[config.mk]
export PLATFORM = sky130hd
export DESIGN_NAME = deac_ctrl
export DESIGN_NICKNAME = d
export VERILOG_FILES = /design/src/deac_ctrl.v
export VERILOG_INCLUDE_DIRS = /design/src
export SDC_FILE = /design/constraint.sdc
export NUM_CORES = 2
export LEC_CHECK = 0
export BUFFER_PORTS_ARGS = -buffer_cell sky130_fd_sc_hd__buf_2
export CORE_AREA = 4 4 467 469
export DETAILED_ROUTE_END_ITERATION = 12
export DIE_AREA = 0 0 471 473
export GPL_ROUTABILITY_DRIVEN = 0
export HOLD_SLACK_MARGIN = 0.03
export MAX_ROUTING_LAYER = met4
export PLACE_DENSITY = 0.57
export RECOVER_POWER = 100
export SYNTH_ARGS = -nofsm -noshare
export SYNTH_HDL_FRONTEND = slang
export SYNTH_SLANG_ARGS = --single-unit
[constraint.sdc]
create_clock -name aclk -period 6.8 [get_ports aclk]
set_input_delay 0 -clock aclk [delete_from_list [all_inputs] [get_ports aclk]]
set_output_delay 0 -clock aclk [all_outputs]
set_load 0.01 [all_outputs]
[src/deac_defines.vh]
// constants for the data eeprom access controller
`ifndef DEAC_DEFINES_VH
`define DEAC_DEFINES_VH

// register byte offsets
`define DEAC_OFF_CTRL      8'h00
`define DEAC_OFF_KEY       8'h04
`define DEAC_OFF_ADDR_LO   8'h08
`define DEAC_OFF_ADDR_HI   8'h0C
`define DEAC_OFF_DATA_LO   8'h10
`define DEAC_OFF_DATA_HI   8'h14
`define DEAC_OFF_INT_STAT  8'h18
`define DEAC_OFF_INT_MASK  8'h1C

// control register fields
`define DEAC_CTRL_RD       0
`define DEAC_CTRL_WR       1
`define DEAC_CTRL_WRITE_ENABLE_GATE     2
`define DEAC_CTRL_WRERR    3
`define DEAC_CTRL_PGSEL    7

// interrupt status / mask fields
`define DEAC_INT_DONE      0

// unlock keys
`define DEAC_KEY_FIRST     8'h55
`define DEAC_KEY_SECOND    8'hAA

// reset values
`define DEAC_CTRL_RST      8'h00
`define DEAC_BYTE_RST      8'h00

// write cycle time
`define DEAC_WRITE_TIME_US 5
`define DEAC_CLK_MHZ       25
`define DEAC_WRITE_CYCLES  (`DEAC_WRITE_TIME_US * `DEAC_CLK_MHZ)

// axi response codes
`define DEAC_RESP_OKAY     2'b00
`define DEAC_RESP_SLVERR   2'b10

`endif

[src/deac_ctrl.v]
// data eeprom access controller with axi4-lite register slave
//
// Our own choices: the AXI4-Lite register port and the address map.
`timescale 1ns/1ps
`include "deac_defines.vh"
// Notes on behaviour
// - read: address loaded, select cleared, read strobe set; data ready next cycle.
// - data register holds last read until another read or software write.
// - write starts only after keys 55h then AAh, then write strobe.
// - write strobe cannot be set unless write enable gate already set.
// - hardware never clears the write enable gate.
// - clearing the gate during a write does not disturb it.
// - on write finish, write strobe clears and done flag sets.
// - done flag sticks until software clears; may raise an interrupt.
// - hardware never clears the done flag.
module deac_ctrl #(
    parameter ADDR_W       = 8,
    parameter WRITE_CYCLES = `DEAC_WRITE_CYCLES
) (
    input  wire        aclk,
    input  wire        aresetn,
    input  wire        clk_en,
    input  wire [7:0]  s_axi_awaddr,
    input  wire        s_axi_awvalid,
    output wire        s_axi_awready,
    input  wire [31:0] s_axi_wdata,
    input  wire [3:0]  s_axi_wstrb,
    input  wire        s_axi_wvalid,
    output wire        s_axi_wready,
    output reg  [1:0]  s_axi_bresp,
    output reg         s_axi_bvalid,
    input  wire        s_axi_bready,
    input  wire [7:0]  s_axi_araddr,
    input  wire        s_axi_arvalid,
    output wire        s_axi_arready,
    output reg  [31:0] s_axi_rdata,
    output reg  [1:0]  s_axi_rresp,
    output reg         s_axi_rvalid,
    input  wire        s_axi_rready,
    output reg  [11:0] mem_addr,
    output reg  [7:0]  mem_wdata,
    output reg         mem_we,
    input  wire [7:0]  mem_rdata,
    output wire        irq
);

    // ------------------------------------------------------------
    // storage and state
    // ------------------------------------------------------------
    localparam KS_IDLE = 3'b001;
    localparam KS_K1   = 3'b010;
    localparam KS_K2   = 3'b100;

    reg  [7:0]  mem_q [0:(1<<ADDR_W)-1];
    reg  [7:0]  addr_lo_q;
    reg  [3:0]  addr_hi_q;
    reg  [7:0]  data_lo_q;
    reg  [5:0]  data_hi_q;
    reg         rd_q;
    reg         wr_q;
    reg         write_enable_gate_q;
    reg         wrerr_q;
    reg         pgsel_q;
    reg  [2:0]  key_q;
    reg  [15:0] wcnt_q;
    reg         done_q;
    reg         mask_q;
    reg         aw_hold_q;
    reg         w_hold_q;
    reg  [7:0]  aw_addr_q;
    reg  [31:0] w_data_q;
    reg  [3:0]  w_strb_q;

    wire        wr_go;
    wire        wr_fin;
    wire [7:0]  wb;

    // ------------------------------------------------------------
    // register map, byte offsets on the bus
    // ------------------------------------------------------------
    // 0x00 control: bit0 read strobe, bit1 write strobe, bit2 write
    //      gate, bit3 error flag kept for software, bit7 memory select
    // 0x04 unlock key port: write only, reads back as zero
    // 0x08 address low byte, indexes the byte array
    // 0x0C address high nibble, passed on to mem_addr only
    // 0x10 data low byte, read result or byte to store
    // 0x14 data high bits, plain storage
    // 0x18 interrupt status: bit0 write done, write one to clear
    // 0x1C interrupt mask: bit0 lets write done drive irq
    // unmapped or misaligned offsets answer with a slave error
    // and change no register, though such a write still breaks the unlock sequence

    // ------------------------------------------------------------
    // timing summary
    // ------------------------------------------------------------
    // write: address and data may arrive on separate edges; the
    // register update and bvalid come one edge after both are held,
    // so a same-edge pair answers two edges after the handshake
    // read: rvalid and rdata one edge after the address handshake
    // read strobe: the data byte lands one edge after the control
    // write, so a read of data low after the response sees it
    // write strobe: held for WRITE_CYCLES edges, then mem_we pulses
    // once and the done flag sets on the same edge
    // clk_en low freezes every register, bus side included

    // ------------------------------------------------------------
    // axi write channel capture
    // ------------------------------------------------------------
    // each channel is held until both arrive and the response is gone
    assign s_axi_awready = !aw_hold_q && !s_axi_bvalid;
    assign s_axi_wready  = !w_hold_q && !s_axi_bvalid;
    assign s_axi_arready = !s_axi_rvalid;
    assign wr_go  = clk_en && aw_hold_q && w_hold_q;
    assign wb     = w_data_q[7:0];
    assign wr_fin = wr_q && (wcnt_q == 16'h0001);

    // a byte write counts only if lane 0 is enabled
    function hit;
        input [7:0] off;
        begin
            hit = wr_go && (aw_addr_q == off) && w_strb_q[0];
        end
    endfunction

    // only aligned offsets up to the mask register answer okay
    function mapped;
        input [7:0] a;
        begin
            mapped = (a[1:0] == 2'b00) && (a <= `DEAC_OFF_INT_MASK);
        end
    endfunction

    // each channel is captured on its own handshake; the pair then
    // commits in one cycle, which keeps the register update single
    always @(posedge aclk) begin
        if (!aresetn) begin
            aw_hold_q    <= 1'b0;
            w_hold_q     <= 1'b0;
            aw_addr_q    <= 8'h00;
            w_data_q     <= 32'h00000000;
            w_strb_q     <= 4'h0;
            s_axi_bvalid <= 1'b0;
            s_axi_bresp  <= `DEAC_RESP_OKAY;
        end else if (clk_en) begin
            if (s_axi_awvalid && s_axi_awready) begin
                aw_hold_q <= 1'b1;
                aw_addr_q <= s_axi_awaddr;
            end
            if (s_axi_wvalid && s_axi_wready) begin
                w_hold_q <= 1'b1;
                w_data_q <= s_axi_wdata;
                w_strb_q <= s_axi_wstrb;
            end
            if (wr_go) begin
                aw_hold_q    <= 1'b0;
                w_hold_q     <= 1'b0;
                s_axi_bvalid <= 1'b1;
                s_axi_bresp  <= mapped(aw_addr_q) ? `DEAC_RESP_OKAY : `DEAC_RESP_SLVERR;
            end else if (s_axi_bvalid && s_axi_bready) begin
                s_axi_bvalid <= 1'b0;
            end
        end
    end

    // ------------------------------------------------------------
    // unlock sequence tracker
    // ------------------------------------------------------------
    // keys in strict order
    // any other register write breaks the sequence, so a stray write
    // between the keys and the strobe leaves the write unstarted
    // a strobe accepted in the second-key state consumes the sequence,
    // so every byte needs a fresh pair of keys
    always @(posedge aclk) begin
        if (!aresetn) begin
            key_q <= KS_IDLE;
        end else if (wr_go) begin
            case (key_q)
                KS_IDLE: key_q <= (hit(`DEAC_OFF_KEY) && wb == `DEAC_KEY_FIRST) ? KS_K1 : KS_IDLE;
                KS_K1:   key_q <= (hit(`DEAC_OFF_KEY) && wb == `DEAC_KEY_SECOND) ? KS_K2 : KS_IDLE;
                KS_K2:   key_q <= (hit(`DEAC_OFF_KEY) && wb == `DEAC_KEY_FIRST) ? KS_K1 : KS_IDLE;
                default: key_q <= KS_IDLE;
            endcase
        end
    end

    // ------------------------------------------------------------
    // control, address and data registers
    // ------------------------------------------------------------
    // software writes land one edge after both channels are held;
    // the read strobe and the write countdown share this process so
    // the data byte keeps a single driver
    always @(posedge aclk) begin
        if (!aresetn) begin
            addr_lo_q <= `DEAC_BYTE_RST;
            addr_hi_q <= 4'h0;
            data_lo_q <= `DEAC_BYTE_RST;
            data_hi_q <= 6'h00;
            rd_q      <= 1'b0;
            wr_q      <= 1'b0;
            write_enable_gate_q    <= 1'b0;
            wrerr_q   <= 1'b0;
            pgsel_q   <= 1'b0;
            wcnt_q    <= 16'h0000;
            mem_we    <= 1'b0;
            mem_addr  <= 12'h000;
            mem_wdata <= 8'h00;
        end else if (clk_en) begin
            mem_we <= 1'b0;
            if (hit(`DEAC_OFF_ADDR_LO)) addr_lo_q <= wb;
            if (hit(`DEAC_OFF_ADDR_HI)) addr_hi_q <= wb[3:0];
            // software write to data while preparing
            if (hit(`DEAC_OFF_DATA_LO)) data_lo_q <= wb;
            if (hit(`DEAC_OFF_DATA_HI)) data_hi_q <= wb[5:0];
            if (hit(`DEAC_OFF_CTRL)) begin
                write_enable_gate_q  <= wb[`DEAC_CTRL_WRITE_ENABLE_GATE];
                pgsel_q <= wb[`DEAC_CTRL_PGSEL];
                wrerr_q <= wb[`DEAC_CTRL_WRERR];
                if (wb[`DEAC_CTRL_RD] && !wb[`DEAC_CTRL_PGSEL] && !wr_q)
                    rd_q <= 1'b1;
                // strobe needs the gate already set
                if (wb[`DEAC_CTRL_WR] && write_enable_gate_q && key_q == KS_K2 && !wr_q) begin
                    wr_q      <= 1'b1;
                    wcnt_q    <= WRITE_CYCLES[15:0];
                    mem_addr  <= {addr_hi_q, addr_lo_q};
                    mem_wdata <= data_lo_q;
                end
            end
            // read strobe self clears after data load
            if (rd_q) begin
                data_lo_q <= mem_q[addr_lo_q[ADDR_W-1:0]];
                rd_q      <= 1'b0;
            end
            if (wr_q && !wr_fin) wcnt_q <= wcnt_q - 16'h0001;
            if (wr_fin) begin
                wr_q   <= 1'b0;
                wcnt_q <= 16'h0000;
                mem_we <= 1'b1;
            end
        end
    end

    // backing array for the byte cells
    // the cell changes one edge after mem_we, well before software can
    // see the done flag and issue a read strobe for it
    always @(posedge aclk) begin
        if (clk_en && mem_we)
            mem_q[mem_addr[ADDR_W-1:0]] <= mem_wdata;
    end

    // ------------------------------------------------------------
    // interrupt status and mask
    // ------------------------------------------------------------
    // the mask only gates the output: the flag still sets while masked,
    // so software may poll it instead of taking the interrupt
    // sticky done flag, write one to clear, set wins
    always @(posedge aclk) begin
        if (!aresetn) begin
            done_q <= 1'b0;
            mask_q <= 1'b0;
        end else if (clk_en) begin
            if (hit(`DEAC_OFF_INT_MASK)) mask_q <= wb[`DEAC_INT_DONE];
            if (wr_fin)
                done_q <= 1'b1;
            else if (hit(`DEAC_OFF_INT_STAT) && wb[`DEAC_INT_DONE])
                done_q <= 1'b0;
        end
    end

    // level output built from two flops only
    assign irq = done_q & mask_q;

    // ------------------------------------------------------------
    // axi read channel
    // ------------------------------------------------------------
    // answer registered one edge after the address handshake; arready
    // stays low while an answer waits, so one read at most is open
    always @(posedge aclk) begin
        if (!aresetn) begin
            s_axi_rvalid <= 1'b0;
            s_axi_rdata  <= 32'h00000000;
            s_axi_rresp  <= `DEAC_RESP_OKAY;
        end else if (clk_en) begin
            if (s_axi_arvalid && s_axi_arready) begin
                s_axi_rvalid <= 1'b1;
                s_axi_rresp  <= mapped(s_axi_araddr) ? `DEAC_RESP_OKAY : `DEAC_RESP_SLVERR;
                case (s_axi_araddr)
                    `DEAC_OFF_CTRL:     s_axi_rdata <= {24'h000000, pgsel_q, 3'b000, wrerr_q, write_enable_gate_q, wr_q, rd_q};
                    `DEAC_OFF_ADDR_LO:  s_axi_rdata <= {24'h000000, addr_lo_q};
                    `DEAC_OFF_ADDR_HI:  s_axi_rdata <= {28'h0000000, addr_hi_q};
                    `DEAC_OFF_DATA_LO:  s_axi_rdata <= {24'h000000, data_lo_q};
                    `DEAC_OFF_DATA_HI:  s_axi_rdata <= {26'h0000000, data_hi_q};
                    `DEAC_OFF_INT_STAT: s_axi_rdata <= {31'h00000000, done_q};
                    `DEAC_OFF_INT_MASK: s_axi_rdata <= {31'h00000000, mask_q};
                    default:            s_axi_rdata <= 32'h00000000; // key port reads zero
                endcase
            end else if (s_axi_rvalid && s_axi_rready) begin
                s_axi_rvalid <= 1'b0;
            end
        end
    end

endmodule

* Word-level counts from Yosys, hierarchy flattened
Memories as Yosys holds them, arrays and structs flattened. A register that Yosys moved wholly into a read port is not among the register bits.
Index checks and enable logic that the tools add are counted.
** Storage, ports and cells
- Register bits :: 130
- Bits of input ports :: 68
- RAM bits :: 2048
- Output and inout port bits :: 63
- Memories :: 1
** Memories
- mem_q :: depth 256, bits a word 8, read ports 1, clocked after memory_dff 1, wr ports 1, RTL line deac_ctrl.v:54 : reg [7:0] mem_q [0:(1<<ADDR_W)-1];
** Cells by class
- Bitwise operators :: 1
- Reductions and logical operators :: 78
- Equal/unequal tests :: 19
- Order comparisons :: 2
- Muxes and demuxes :: 33
- $add $sub $neg :: 1
** Operators with widths (number)
- 8-bit by 5-bit == test with 1-bit output, second input constant :: 8
- 16-bit 2-to-1 mux :: 4
- 8-bit one-hot mux with 7 select lines :: 1
- 1-bit logical AND :: 38
- 8-bit by 4-bit == test with 1-bit output, second input constant :: 4
- 8-bit 2-to-1 mux :: 4
- 2-bit AND reduction :: 15
- 1-bit 2-to-1 mux :: 19
- 16-bit by 1-bit == test with 1-bit output, second input constant :: 1
- 8-bit by 5-bit less-or-equal comparator with 1-bit output, second input constant :: 2
- 8-bit zero test :: 2
- 2-bit nonzero test :: 8
- 16-bit by 1-bit subtractor with 16-bit output, second input constant :: 1
- 3-bit AND reduction :: 3
- 8-bit by 3-bit == test with 1-bit output, second input constant :: 1
- 8-bit by 7-bit == test with 1-bit output, second input constant :: 1
- 8-bit == test, second input constant :: 1
- 1-bit zero test :: 7
- 2-bit 2-to-1 mux :: 3
- 3-bit one-hot mux with 2 select lines :: 1
- 3-bit nonzero test :: 2
- 2-bit zero test :: 2
- 3-bit by 1-bit == test with 1-bit output, second input constant :: 1
- 3-bit by 2-bit == test with 1-bit output, second input constant :: 1
- 4 further kinds :: 4

* Depth between registers and ports, before layout
- Word-level depth :: 7
- Gate-level depth with buffers :: 13
- Mapped depth without buffers :: 7

* Worst setup path after synthesis
Ideal clock, no wire load.
- Path type :: register -> register
- Start :: reg mem_wdata[0]
- End :: mem mem_q[0][0] (data pin)
- Library setup time :: 0.869 ns
- Path slack :: 2.469 ns
- Data required time :: 5.931 ns
- Period minus slack after synthesis :: 4.331 ns
- Arrival time :: 3.461 ns
- Cell stages (with the launch flop) :: 1
- Cell sequence :: dfxtp_1
** RTL lines
- start: declaration :: RTL line deac_ctrl.v:41 : output reg [7:0] mem_wdata,
- start signal: assignment :: RTL line deac_ctrl.v:225 : mem_wdata <= data_lo_q;
- end: declaration :: RTL line deac_ctrl.v:54
No word-level cell before the write port.

* Worst setup path in the final report
- Start :: reg mem_wdata[0]
- End :: mem mem_q[53][0] (data pin)
No word-level cell before the write port.

==> flow_summary.toml <==
[outcome]
status = "complete, but fails checks"
violations = "max-capacitance violations, max-slew violations"

[critical_path]
critical_path_class = "flip-flop to flip-flop"
cp_max_fo = 89
critPathLaunchType = "flip-flop"
crit_start = "mem_wdata[0]"
critPathBufInv = 1
path_cells = "clkbuf_2"
path_delay_family = "flip-flops"
cp.required_ps = 7120
reg2reg_from = "mem_wdata[0]"
cp-end-kind = "flip-flop"
critPathMaxStageDelay_ps = 2920
crit_slowest_cell = "dfxtp_1"
worstPathArrival_ps = 5680

[floorplan]
dieWidth_um = 471
die_area_mm2 = 0.223
coreArea_mm2 = 0.214
rows = 170
initial_core_util_pct = 39.8
pin_count = 131
die_h_um = 473

[cts]
post_cts_buffers = 0
root_buffer = "clkbuf_16"
clkTransAtPathRegs_ps = 60
cts_resized = 0
clk_latency_ps = 830
cts_tree = "done"
cts-buffers-inserted = 215
cts_buffer_depth = 3
cts_sinks = 2160
htreeDepth = 4

[synth]
synth_commonest_cells = "edfxtp_1, mux4_2, nor2_1"
syn_inst = 4500
synth_warnings = 0
yosys.area_share.adder_pct = 0.0294
synth-xor-area-share_pct = 0.103
synth_compound_gate_area_share_pct = 3.48
yosysUniqueCellTypes = 79
yosysMostFrequentCell = "edfxtp_1"
synth_edf_count = 2048
synth.area.top_cells = "edfxtp_1, mux4_2, mux2i_1"
ys_seq_area_share_pct = 74.8
yosysTopAreaCell = "edfxtp_1"
synth_top_family_by_area = "multiplexers"
async_flop_share_pct = 0
ys_seq_elements = 2160
ys.flop_type = "edfxtp_1"
synth.area.mux_share_pct = 14.6
synthSimpleGateAreaFrac_pct = 4.74
yosysTopAreaCellShare_pct = 72.2
syn_avg_cell_area_um2 = 18.9
netlist_area_mm2 = 0.0852

[timing]
min_period_ps = 5360
fin_tns_setup_ps = 0
slew_headroom_pct = -183
hold_viol_final = 0
rsz0062_at_grt = "no"
max_freq_mhz = 186
layout_setup_ws_ps = 1440
fin_skew_ps = 35.3
finalMaxSlewViolations = 1103
fin_crit_sh_pct = 78.9
worst_slew_pin_slew_ps = 4250
holdWs_ps = 123
setup_viol_count_final = 0

[detailed_routing]
drt_iter0_markers = 5068
wl_um = 227000
wl_per_cell_um = 29.5
drc_errors = 0
vias_per_cell = 5.73
vias = 44202
first_pass_iters = 5
ant_nets = 0

[hold_path]
min_path_type = "input port to flip-flop"
hp-start = "s_axi_araddr[7]"

[global_routing]
grt_max_degree = 218
grt_first_pass_wirelength_um = 327000
grt_pass1_vias = 44014
grt_use_total_pct = 20.8
grt_overflow = 0
antenna_found_initial = 9

[placed_design]
dpl.hpwl_um = 134000
dp_slack_ps = 2610
port_buffers = 69

[layout]
drive_gt1_share_pct = 18.6
fillers = 18370
synthToLayoutAreaGrowth_pct = 12.9
nets = 4769

[power]
p_per_area_mw_per_mm2 = 274
ir_worst_vdd_v = 0.000254
leakage_nw = 27.7

[run]
cap_viol_max_count = 18
metal layers:
metal	share of wire [%]	GRT usage, %
met1	42	28.4
met2	48	32.5
met3	7.4	3.82
met4	2.7	5.52
met5	0	-
cells by family (layout without fill, tap and decap cells):
logic type	count (synthesis)	after routing
AOI/OAI and AO/OA	416	416
muxes	687	687
and+or+nand+nor	907	907
other	1	30
buffers and inverters	317	665
xor gates and xnor gates	10	10
DFF	2160	2160
adders and majority gates	2	2
power by group:
part | switching, mW | internal, mW | total (mW)
Clock | 5.08 | 6.83 | 11.9
Combinational | 0.0492 | 0.0549 | 0.104
Sequential | 0.0117 | 14.3 | 14.3
layout make-up:
| cell class | count | area, µm² | area share, % |
|---|---|---|---|
| Sequential cell | 2160 | 63800 | 66.3 |
| Clock inverter | 132 | 1390 | 1.45 |
| Clock buffer | 259 | 5660 | 5.89 |
| Inverter | 16 | 62.6 | 0.0651 |
| Antenna cell | 4 | 10.0 | 0.0104 |
| Tap cell | 2838 | 3550 | 3.69 |
| Multi-Input combinational cell | 2048 | 19700 | 20.5 |
| Timing Repair Buffer | 258 | 2060 | 2.14 |
path summary, 6_finish.rpt:
check	to	slack (ps)	cells past startpoint
min	s_axi_rdata[0]	120	6
max reg2reg	mem_q[53][0]	1440	1
min reg2reg	mem_addr[10]	490	2
max	mem_q[53][0]	1440	1
state kept, by name, indices dropped and copies added, names as in the netlist, 3 cells and up, named ones only:
register / cells
mem_wdata: 8
data_lo_q: 8
data_hi_q: 6
addr_lo_q: 8
aw_addr_q: 8
addr_hi_q: 4
wcnt_q: 16
mem_addr: 12
w_data_q: 8
s_axi_rdata: 8
mem_q: 2048
key_q: 3
cell usage in the layout (no fill, tap or decap), types with 8 or more instances in the layout:
master / netlist / routed
a21boi_0: 42 / 42
a2111oi_0: 16 / 14
nor2_1: 348 / 348
nand4_1: 23 / 23
nand3_1: 68 / 66
buf_12: 4 / 11
nor4_1: 13 / 13
clkbuf_16: 0 / 219
clkinv_1: 0 / 47
a31oi_1: 26 / 26
buf_4: 38 / 74
inv_1: 13 / 12
nor3_1: 25 / 24
mux2_2: 17 / 17
nor2b_1: 54 / 54
mux2i_1: 229 / 229
a221oi_1: 9 / 9
dlygate4sd3_1: 0 / 93
dfxtp_1: 112 / 106
and2_1: 22 / 12
a21oi_1: 48 / 48
and2_0: 1 / 11
conb_1: 1 / 26
a22oi_1: 19 / 19
nand2b_1: 15 / 13
and3_1: 25 / 25
a211oi_1: 17 / 17
clkinvlp_4: 0 / 9
clkbuf_1: 124 / 78
nand2_1: 283 / 282
mux4_1: 9 / 9
o221ai_1: 56 / 56
edfxtp_1: 2048 / 2048
buf_2: 64 / 35
xnor2_1: 8 / 8
clkinv_2: 0 / 38
o22ai_1: 66 / 66
mux4_2: 432 / 432
o21ai_0: 48 / 49
bufinv_16: 0 / 24
what timing repair did:
action,4_1_cts,5_1_grt
hold buffers,93,0
setup endpoints to repair,0,0
endpoints found under the hold margin,89,0
metrics by stage:
stage | utilization [%] | cells | power [mW] | instance area, µm²
floorplan | - | 4525 | 14.7 | 85300
global placement | 41.3 | 7227 | 14.7 | 88300
detailed placement | 41.3 | 7227 | 14.7 | 88300
CTS | 45.0 | 7711 | 26.5 | 96300
global route | 44.9 | 7715 | 27.1 | 96200
finish | 44.9 | 7715 | 26.4 | 96200
(Power assumes the default switching activity.)
